<file path="src/hw/dac_load_cfg.svh">
// constants and behaviour summary of the serial dac word loader
// Behaviour
// RQ1: select falling edge opens each load
// RQ2: shift one bit per serial clock rise
// RQ3: after sixteen bits, latch on select rise
// RQ4: host holds select low all sixteen bits
// RQ5: host resends full word after disturbed load; host here never resends, word_error_q is not fed back
// RQ6: latch update low after select high loads
// RQ7: host holds latch update high while loading
// RQ8: reset clears latch, unipolar output zero
// RQ9: reset state gives bipolar minus reference
// RQ10: low twelve ladder, upper four decode segments
// RQ11: latch update falling edge loads latch
// RQ12: bipolar offset binary, 8000 is zero
// RQ13: words shifted most significant bit first
`ifndef DAC_LOAD_CFG_SVH
`define DAC_LOAD_CFG_SVH
`define WORD_BITS       16
`define LADDER_BITS     12
`define SEG_BITS        4
`define SEG_COUNT       15
`define LATCH_RESET     16'h0000
`define BIPOLAR_ZERO    16'h8000
`define CLK_PERIOD_NS   40
`define SCLK_HALF_NS    80
`define SCLK_HALF_CYC   ((`SCLK_HALF_NS + `CLK_PERIOD_NS - 1) / `CLK_PERIOD_NS)
`define SETUP_NS        50
`define SETUP_CYC       ((`SETUP_NS + `CLK_PERIOD_NS - 1) / `CLK_PERIOD_NS)
`endif

</file>
<file path="src/hw/dac_load_pkg.sv">
// types for the host end of the serial dac link
package dac_load_pkg;
    typedef logic [15:0] word_t;
    typedef enum logic [2:0] {H_IDLE, H_SETUP, H_LOW, H_HIGH, H_DONE, H_PULSE} host_state_t;
endpackage

</file>
<file path="src/hw/dac_link_if.sv">
// three wire plus latch update link between host and dac
`timescale 1ns/10ps
interface dac_link_if;
    logic cs_n;
    logic sclk;
    logic din;
    logic latch_update_n;
    modport host (output cs_n, output sclk, output din, output latch_update_n);
    modport dac  (input cs_n, input sclk, input din, input latch_update_n);
endinterface

</file>
<file path="src/hw/dac_host_loader.sv">
// host end: frames a 16 bit word and optionally pulses latch update
`timescale 1ns/10ps
`include "dac_load_cfg.svh"
module dac_host_loader #(
    parameter int WIDTH = `WORD_BITS
) (
    input  wire logic                 clk,
    input  wire logic                 rst,
    input  wire logic                 start,
    input  wire logic [WIDTH-1:0]     word,
    input  wire logic                 use_update,
    dac_link_if.host                  link,
    output logic                      busy_q,
    output logic                      done_q
);
    initial
    begin
        if (WIDTH != `WORD_BITS)
            $error("width must be 16");
    end

    localparam logic [3:0] HALF  = 4'(`SCLK_HALF_CYC);
    localparam logic [3:0] SETUP = 4'(`SETUP_CYC);

    dac_load_pkg::host_state_t st_q, st_d;
    logic [WIDTH-1:0] sh_q, sh_d;
    logic [4:0]       bits_q, bits_d;
    logic [3:0]       tm_q, tm_d;
    logic             upd_q, upd_d, cs_q, cs_d, sck_q, sck_d, din_q, din_d, lu_q, lu_d;
    logic             done_d;

    assign link.cs_n           = cs_q;
    assign link.sclk           = sck_q;
    assign link.din            = din_q;
    assign link.latch_update_n = lu_q;

    // sequencer: select low, 16 clocks msb first, select high, optional pulse
    always_comb
    begin
        st_d = st_q; sh_d = sh_q; bits_d = bits_q; tm_d = tm_q; upd_d = upd_q;
        cs_d = cs_q; sck_d = sck_q; din_d = din_q; lu_d = 1'b1; done_d = 1'b0;
        if (tm_q != 4'h0)
            tm_d = tm_q - 4'h1;
        unique case (st_q)
            dac_load_pkg::H_IDLE:
                if (start)
                begin
                    sh_d = word; upd_d = use_update; bits_d = '0;
                    cs_d = 1'b0;                         // [RQ1]
                    din_d = word[WIDTH-1];               // [RQ13]
                    tm_d = SETUP; st_d = dac_load_pkg::H_SETUP;
                end
            dac_load_pkg::H_SETUP:
                if (tm_q == 4'h0)
                    st_d = dac_load_pkg::H_HIGH;
            dac_load_pkg::H_HIGH:
                if (tm_q == 4'h0)
                begin
                    sck_d = 1'b1; tm_d = HALF;           // dac samples here
                    sh_d = {sh_q[WIDTH-2:0], 1'b0};
                    bits_d = bits_q + 5'h01;
                    st_d = dac_load_pkg::H_LOW;
                end
            dac_load_pkg::H_LOW:
                if (tm_q == 4'h0)
                begin
                    sck_d = 1'b0; tm_d = HALF; din_d = sh_q[WIDTH-1];
                    st_d = (bits_q == 5'(WIDTH)) ? dac_load_pkg::H_DONE
                                                 : dac_load_pkg::H_HIGH; // [RQ4]
                end
            dac_load_pkg::H_DONE:
                if (tm_q == 4'h0)
                begin
                    cs_d = 1'b1; tm_d = SETUP;
                    st_d = upd_q ? dac_load_pkg::H_PULSE : dac_load_pkg::H_IDLE;
                    done_d = !upd_q;
                end
            // hold update high for the setup time, then low for three cycles
            dac_load_pkg::H_PULSE:
            begin
                if (upd_q)
                begin
                    if (tm_q == 4'h0)
                    begin
                        lu_d = 1'b0;                     // [RQ7] low only after select high
                        tm_d = SETUP;
                        upd_d = 1'b0;
                    end
                end
                else if (tm_q == 4'h0)
                begin
                    done_d = 1'b1;
                    st_d = dac_load_pkg::H_IDLE;
                end
                else
                    lu_d = 1'b0;
            end
        endcase
    end

    // state registers
    always_ff @(posedge clk or posedge rst)
    begin
        if (rst)
        begin
            st_q <= dac_load_pkg::H_IDLE; sh_q <= '0; bits_q <= '0; tm_q <= '0;
            upd_q <= 1'b0; cs_q <= 1'b1; sck_q <= 1'b0; din_q <= 1'b0; lu_q <= 1'b1;
            busy_q <= 1'b0; done_q <= 1'b0;
        end
        else
        begin
            st_q <= st_d; sh_q <= sh_d; bits_q <= bits_d; tm_q <= tm_d;
            upd_q <= upd_d; cs_q <= cs_d; sck_q <= sck_d; din_q <= din_d; lu_q <= lu_d;
            busy_q <= (st_d != dac_load_pkg::H_IDLE);
            done_q <= done_d;
        end
    end
endmodule

</file>
<file path="src/flat_wrapper.sv">
// flat-port wrapper written by rule: the top's interface ports become plain ports
module dac_host_loader_flat 
#(
    parameter int WIDTH = `WORD_BITS
)
  (clk, rst, start, word, use_update, busy_q, done_q, link_cs_n, link_sclk, link_din, link_latch_update_n);
  dac_link_if link_i ();
  input  wire logic clk;
  input  wire logic rst;
  input  wire logic start;
  input  wire logic [WIDTH-1:0] word;
  input  wire logic use_update;
  output logic busy_q;
  output logic done_q;
  output wire logic [$bits(link_i.cs_n)-1:0] link_cs_n;
  output wire logic [$bits(link_i.sclk)-1:0] link_sclk;
  output wire logic [$bits(link_i.din)-1:0] link_din;
  output wire logic [$bits(link_i.latch_update_n)-1:0] link_latch_update_n;
  assign link_cs_n = link_i.cs_n;
  assign link_sclk = link_i.sclk;
  assign link_din = link_i.din;
  assign link_latch_update_n = link_i.latch_update_n;
  dac_host_loader #(.WIDTH(WIDTH)) u_core (.clk(clk), .rst(rst), .start(start), .word(word), .use_update(use_update), .link(link_i), .busy_q(busy_q), .done_q(done_q));
endmodule
</file>
<file path="config.mk">
export PLATFORM = sky130hd
export DESIGN_NAME = dac_host_loader_flat
export DESIGN_NICKNAME = d
export VERILOG_FILES = /design/src/hw/dac_load_pkg.sv /design/src/hw/dac_link_if.sv /design/src/hw/dac_host_loader.sv /design/src/flat_wrapper.sv
export VERILOG_INCLUDE_DIRS = /design/src /design/src/hw
export SDC_FILE = /design/constraint.sdc
export NUM_CORES = 1
export LEC_CHECK = 0
export BUFFER_PORTS_ARGS = -buffer_cell sky130_fd_sc_hd__buf_2
export CAP_MARGIN = 30
export CORE_UTILIZATION = 23
export CTS_CLUSTER_DIAMETER = 50
export DETAILED_ROUTE_END_ITERATION = 8
export GPL_ROUTABILITY_DRIVEN = 0
export PLACE_DENSITY = 0.45
export SLEW_MARGIN = 0
export SYNTH_ARGS = -nofsm -noshare
export SYNTH_HDL_FRONTEND = slang
export SYNTH_SLANG_ARGS = --single-unit
export TNS_END_PERCENT = 5
</file>
<file path="constraint.sdc">
create_clock -name clk -period 1.75 [get_ports clk]
set_input_delay 0.2625 -clock clk [delete_from_list [all_inputs] [get_ports clk]]
set_output_delay 0.2625 -clock clk [all_outputs]
set_load 0.005 [all_outputs]
</file>
==> flow_metrics.py, run 1 <==
metrics = {
    "synthesis": {
        "postSynthCellCount": 177,
        "ys_seq_area_share_pct": 49.4,
        "synth_area_um2": 1780,
        "synth_top_area_cell": "dfrtp_1",
        "yosysWarnings": 0,
        "synth_edf_count": 0,
        "ys_types": 42,
        "yosys-top-cells-area": "dfrtp_1, mux2i_1, nand2_1",
        "avgSynthCellArea_um2": 10.0,
        "synth_flop_cell": "dfrtp_1",
        "syn_nets": 201,
        "ys_async_sr_fraction_pct": 100,
        "synth_top_area_share_pct": 46.4,
        "ys_ff_latch": 35,
    },
    "floorplan": {
        "die_area_um2": 8090,
        "dieWidth_um": 89.9,
        "die_y_um": 89.9,
        "num_rows": 31,
        "io_pins": 26,
        "coreArea_um2": 7370,
        "start_util_pct": 24.1,
    },
    "power_and_ir_drop": {
        "power_mw": 3.82,
        "intPower_mw": 2.42,
        "power_frac_clock_pct": 17.1,
        "pwr-share-comb_pct": 46.5,
        "peakVddDrop_mv": 0.375,
        "netSwitchingPower_mw": 1.40,
        "power.density_nw_per_um2": 1640,
        "leakagePower_nw": 1.11,
        "swShare_pct": 36.7,
        "seqPwrFrac_pct": 36.4,
    },
    "timing": {
        "worst_pin_slew_ns": 0.459,
        "skew_ns": 0.00640,
        "period_share_pct": 99.9,
        "tns_ns": 0,
        "hold_viol": 0,
        "relSlewSlack_pct": 69.4,
        "final_max_slew_viol_count": 0,
        "min_period_ns": 1.75,
        "max_freq_mhz": 572,
        "grt_setup_unrepaired": "yes",
        "setup_viol": 0,
    },
    "worst_setup_path": {
        "cp-end-kind": "flip-flop",
        "worstSetupPathType": "reg -> reg",
        "r2r_end": "u_core.busy_q",
        "rrSetupSlack_ns": 0.003,
        "ff2ff_path_depth": 6,
        "startpoint": "u_core.tm_q[1]",
        "r2r_start": "u_core.tm_q[1]",
        "start_kind": "flip-flop",
        "arrival_ns": 1.92,
        "path_max_fanout": 4,
        "cp.required_ns": 1.92,
    },
    "grt": {
        "grt-ovfl-total": 0,
        "grt_pass1_wl_um": 6800,
        "first_global_vias": 1401,
        "track_usage_pct": 10.7,
        "grt_max_degree": 36,
        "antenna_found_initial": 0,
    },
    "route": {
        "routed_wl_um": 4070,
        "drt-initial-drc-count": 108,
        "drc": 0,
        "postRouteAntennaNets": 0,
        "wl_per_cell_um": 12.6,
        "drtPass1Iterations": 4,
        "vias": 1385,
        "routed_via_density": 4.27,
    },
    "finish": {
        "final_common_cell": "dfrtp_1",
        "antenna_cells": 0,
        "final_cell_mix": "dfrtp_1, nand2_1, buf_2",
        "nNetsFinal": 248,
        "stdcell_area_um2": 2320,
        "synthToLayoutAreaGrowth_pct": 30.7,
        "post-route-util_pct": 31.5,
        "drive_above_1_share_pct": 33.8,
        "final_cells": 324,
    },
    "clocking": {
        "cts_buffers": 5,
        "ctsHoldBuffers": 0,
        "cts_buffer_depth": 2,
        "root_buffer": "clkbuf_8",
        "clkTransAtPathRegs_ns": 0.07,
        "tritoncts": "yes",
        "clock_latency_ns": 0.29,
        "cts_sinks": 35,
        "h-tree-depth": 2,
    },
    "placed_design": {
        "io_buffers": 25,
        "dpl-instance-area_um2": 2180,
        "place_hpwl_um": 2880,
        "dp_cells": 315,
    },
    "worst_hold_path": {
        "hold_class": "in -> async",
    },
    "status": {
        "outcome": "finished, final reports clean",
    },
    "job": {
        "maxCapViolations": 0,
    },
}
-- power groups by stage --
| stage | sequential (mW) | combinational [mW] | clock (mW) |
|---|---|---|---|
| 4_1_cts | 1.38 | 1.76 | 0.682 |
| 3_5_place_dp | 1.39 | 1.75 | 0 |
| 2_1_floorplan | 1.33 | 1.18 | 0 |
| 3_3_place_gp | 1.39 | 1.73 | 0 |
| 5_1_grt | 1.44 | 2.01 | 0.717 |
| 6_report | 1.39 | 1.78 | 0.653 |
-- metal layers --
metal  track usage (%)  vias up  routed length [µm]
met1              14.3      653                2040
met4              5.24        0                  85
met5                 0        -                   0
met2              16.2       16                1860
met3              2.54        7                  82
li1                  -      709                   -
-- stage by stage --
| step | hold WS, ns | setup WS, ns |
|---|---|---|
| 3_5_place_dp | 0.401 | 0.00544 |
| 3_3_place_gp | 0.398 | 0.0231 |
| 5_1_grt | 0.132 | -0.0995 |
| 6_report | 0.0700 | 0.00251 |
| 4_1_cts | 0.0812 | 0.00359 |
| 2_1_floorplan | 0.379 | 0.0463 |
-- sequential cells by signal, summed over array words and instances, names as in the netlist --
| signal | cells |
|---|---|
| u_core.upd_q | 1 |
| u_core.link.sclk | 1 |
| u_core.done_q | 1 |
| u_core.busy_q | 1 |
| u_core.tm_q | 4 |
| u_core.bits_q | 5 |
| u_core.link.latch_update_n | 1 |
| u_core.st_q | 3 |
| u_core.link.din | 1 |
| u_core.sh_q | 16 |
| u_core.link.cs_n | 1 |
-- what timing repair did --
action | in CTS | in global routing
pin swaps | 1 | 1
buffers inserted | 1 | 0
gates resized for setup | 2 | 9
endpoints found under the setup margin | 1 | 18
-- worst max path at each step --
stage / endpoint / slack [ns] / cells after the start
5_1_grt: u_core.busy_q / -0.1 / 6
4_1_cts: u_core.busy_q / 0.004 / 6
6_report: u_core.busy_q / 0.003 / 6
2_1_floorplan: u_core.busy_q / 0.05 / 6
3_5_place_dp: u_core.busy_q / 0.005 / 6
3_3_place_gp: u_core.link.din / 0.02 / 4
-- cell type report --
| type | instances | area [µm²] |
|---|---|---|
| well taps | 99 | 124 |
| fillers | 817 | 5050 |
| inverters | 10 | 37.5 |
| flip-flops and latches | 35 | 878 |
| multi-input cells | 121 | 847 |
| clock buffers | 8 | 100 |
| repair buffers | 51 | 337 |
-- cells by family after synthesis --
group | count (synthesis) | share of synthesized area (%)
buffers and inverters | 21 | 5.21
DFF | 35 | 49.4
AOI/OAI and AO/OA | 38 | 13.2
and+or+nand+nor | 55 | 16.0
adders and majority gates | 4 | 2.82
xor gates and xnor gates | 6 | 2.96
muxes | 18 | 10.3
-- cells in the mapped netlist (all sizes together) (2+ instances only) --
cell,instances
dfrtp,33
nand2,27
o21ai,18
mux2i,15
inv,10
nor2,7
a21oi,6
buf,6
clkbuf,5
nor3,5
ha,4
nand3,4
xnor2,4
a21o,3
mux2,3
dfstp,2
xor2,2
-- critical path, cell delays in order, from the launching register on --
cell and delay (ns):
dfrtp_1 0.40, inv_1 0.07, ha_2 0.17, nor3b_4 0.26, inv_2 0.07, o32a_1 0.30
or3_1 0.37
No activity file was read; power rests on OpenSTA's default activity.
==> inputs of run 2 (changes only) <==
--- a/config.mk
+++ b/config.mk
@@ -12,7 +12,6 @@
 export CTS_CLUSTER_DIAMETER = 50
 export DETAILED_ROUTE_END_ITERATION = 8
 export GPL_ROUTABILITY_DRIVEN = 0
-export PLACE_DENSITY = 0.45
 export SLEW_MARGIN = 0
 export SYNTH_ARGS = -nofsm -noshare
 export SYNTH_HDL_FRONTEND = slang
==> run 2 against run 1 <==
Against the previous run:
- sequential cell count is the same
- non-clock buffer count grew 3
- via count grew 0.43%
- design area grew 1.4%
- hold slack lost 0.0035 ns
- die area is the same
==> flow_metrics.py, run 2 (synthesized netlist as in run 1, its figures left out) <==
metrics = {
    "floorplan": {
        "io_pins": 26,
        "die_area_um2": 8090,
        "dieWidth_um": 89.9,
        "die_y_um": 89.9,
        "start_util_pct": 24.1,
        "num_rows": 31,
        "coreArea_um2": 7370,
    },
    "clocking": {
        "ctsHoldBuffers": 0,
        "cts_sinks": 35,
        "root_buffer": "clkbuf_8",
        "tritoncts": "yes",
        "cts_buffer_depth": 2,
        "clkTransAtPathRegs_ns": 0.07,
        "h-tree-depth": 2,
        "cts_buffers": 5,
        "clock_latency_ns": 0.29,
    },
    "worst_setup_path": {
        "r2r_start": "u_core.tm_q[0]",
        "critPathMaxStageDelay_ns": 0.39,
        "worstSetupPathType": "reg -> reg",
        "start_kind": "flip-flop",
        "cp.required_ns": 1.92,
        "arrival_ns": 1.88,
        "cp-end-kind": "flip-flop",
        "slowest_stage": "dfrtp_1",
        "ff2ff_path_depth": 6,
        "cp_common_cell": "inv_2",
        "r2r_end": "u_core.busy_q",
        "path_max_fanout": 4,
        "rrSetupSlack_ns": 0.04,
        "crit_chain": "inv_2 > ha_4 > nor3b_4 > inv_2 > o32a_1 > or3_1",
    },
    "timing": {
        "setup_viol": 0,
        "period_share_pct": 97.7,
        "relSlewSlack_pct": 70.1,
        "worst_slack_ns": 0.0411,
        "final_max_slew_viol_count": 0,
        "min_period_ns": 1.71,
        "skew_ns": 0.00341,
        "max_freq_mhz": 585,
        "hold_viol": 0,
        "grt_setup_unrepaired": "yes",
        "holdWs_ns": 0.0665,
        "worst_pin_slew_ns": 0.449,
    },
    "worst_hold_path": {
        "hold_class": "in -> async",
    },
    "grt": {
        "grt_max_degree": 36,
        "antenna_found_initial": 0,
        "grt_pass1_wl_um": 6730,
        "first_global_vias": 1456,
        "grt-ovfl-total": 0,
        "track_usage_pct": 10.3,
    },
    "finish": {
        "largest_reg_flops": 16,
        "post-route-util_pct": 32.0,
        "fill_cells": 785,
        "drive_above_1_share_pct": 34.6,
        "final_cell_mix": "dfrtp_1, buf_4, nand2_1",
        "nNetsFinal": 251,
        "synthToLayoutAreaGrowth_pct": 32.5,
        "top_register": "u_core.sh_q",
        "reg_top3": "u_core.sh_q: 16 flops, u_core.bits_q: 5 flops, u_core.tm_q: 4 flops",
        "antenna_cells": 0,
        "final_common_cell": "dfrtp_1",
        "stdcell_area_um2": 2360,
    },
    "route": {
        "drc": 0,
        "wl_met2_um": 1850,
        "drt-initial-drc-count": 134,
        "drtPass1Iterations": 4,
        "postRouteAntennaNets": 0,
        "route.top_layer_used": "met4",
        "met1_length_um": 1950,
        "vias": 1391,
        "wl_met3_um": 100,
        "wl_per_cell_um": 12.2,
        "routed_via_density": 4.25,
        "routed_wl_um": 3980,
    },
    "job": {
        "maxCapViolations": 0,
    },
    "power_and_ir_drop": {
        "power_mw": 3.93,
        "leakagePower_nw": 1.13,
        "peakVddDrop_mv": 0.430,
        "power.density_nw_per_um2": 1670,
    },
    "placed_design": {
        "place_hpwl_um": 2830,
        "dpl-instance-area_um2": 2180,
        "dp_worst_setup_slack_ns": -0.0165,
        "io_buffers": 25,
    },
    "status": {
        "outcome": "finished, final reports clean",
    },
}
## run 2: final cells by class
| class | instances | area [µm²] | area share [%] |
|---|---|---|---|
| multi-input combinational | 121 | 856 | 36.3 |
| inverter | 10 | 37.5 | 1.59 |
| sequential | 35 | 878 | 37.3 |
| clock inverter | 2 | 35.0 | 1.49 |
| timing repair buffer | 54 | 343 | 14.6 |
| clock buffer | 6 | 82.6 | 3.51 |
| tap | 99 | 124 | 5.26 |
## run 2: per-layer routing
layer,track usage (%),vias to the layer above
met5,0,-
met4,4.44,0
met3,2.37,6
met2,16.3,19
met1,13.6,656
li1,-,710
## run 2: worst max-delay path by stage
stage / from / to / slack, ns / cells after the start
after detailed placement: u_core.tm_q[0] / u_core.busy_q / -0.02 / 6
after CTS: u_core.tm_q[0] / u_core.busy_q / -0.03 / 6
after global routing: u_core.tm_q[0] / u_core.busy_q / -0.05 / 6
after global placement: u_core.st_q[1] / u_core.link.din / -0.02 / 6
after floorplan: u_core.tm_q[0] / u_core.busy_q / 0.05 / 6
final: u_core.tm_q[0] / u_core.busy_q / 0.04 / 6
## run 2: metrics by stage
stage / setup TNS, ns / instances
2_1_floorplan: 0 / 177
3_3_place_gp: -0.184 / 316
3_5_place_dp: -0.0231 / 316
4_1_cts: -0.0259 / 324
5_1_grt: -0.170 / 327
6_report: 0 / 327
## run 2: power breakdown
group	internal, mW	switching [mW]
logic	0.924	0.868
clock network	0.461	0.293
registers	1.14	0.249
## run 2: critical path: cells and delay by family, from the launching register on
| kind | cells | cell delay [ns] |
|---|---|---|
| AOI/OAI and AO/OA | 1 | 0.35 |
| adders and majority gates | 1 | 0.14 |
| and+or+nand+nor | 2 | 0.53 |
| DFF | 1 | 0.39 |
| buffers and inverters | 2 | 0.17 |
## run 2: repair_timing
action | 4_1_cts | 5_1_grt
setup buffers | 0 | 3
endpoints found under the setup margin | 4 | 23
pin swaps | 0 | 3
gates resized for setup | 1 | 8
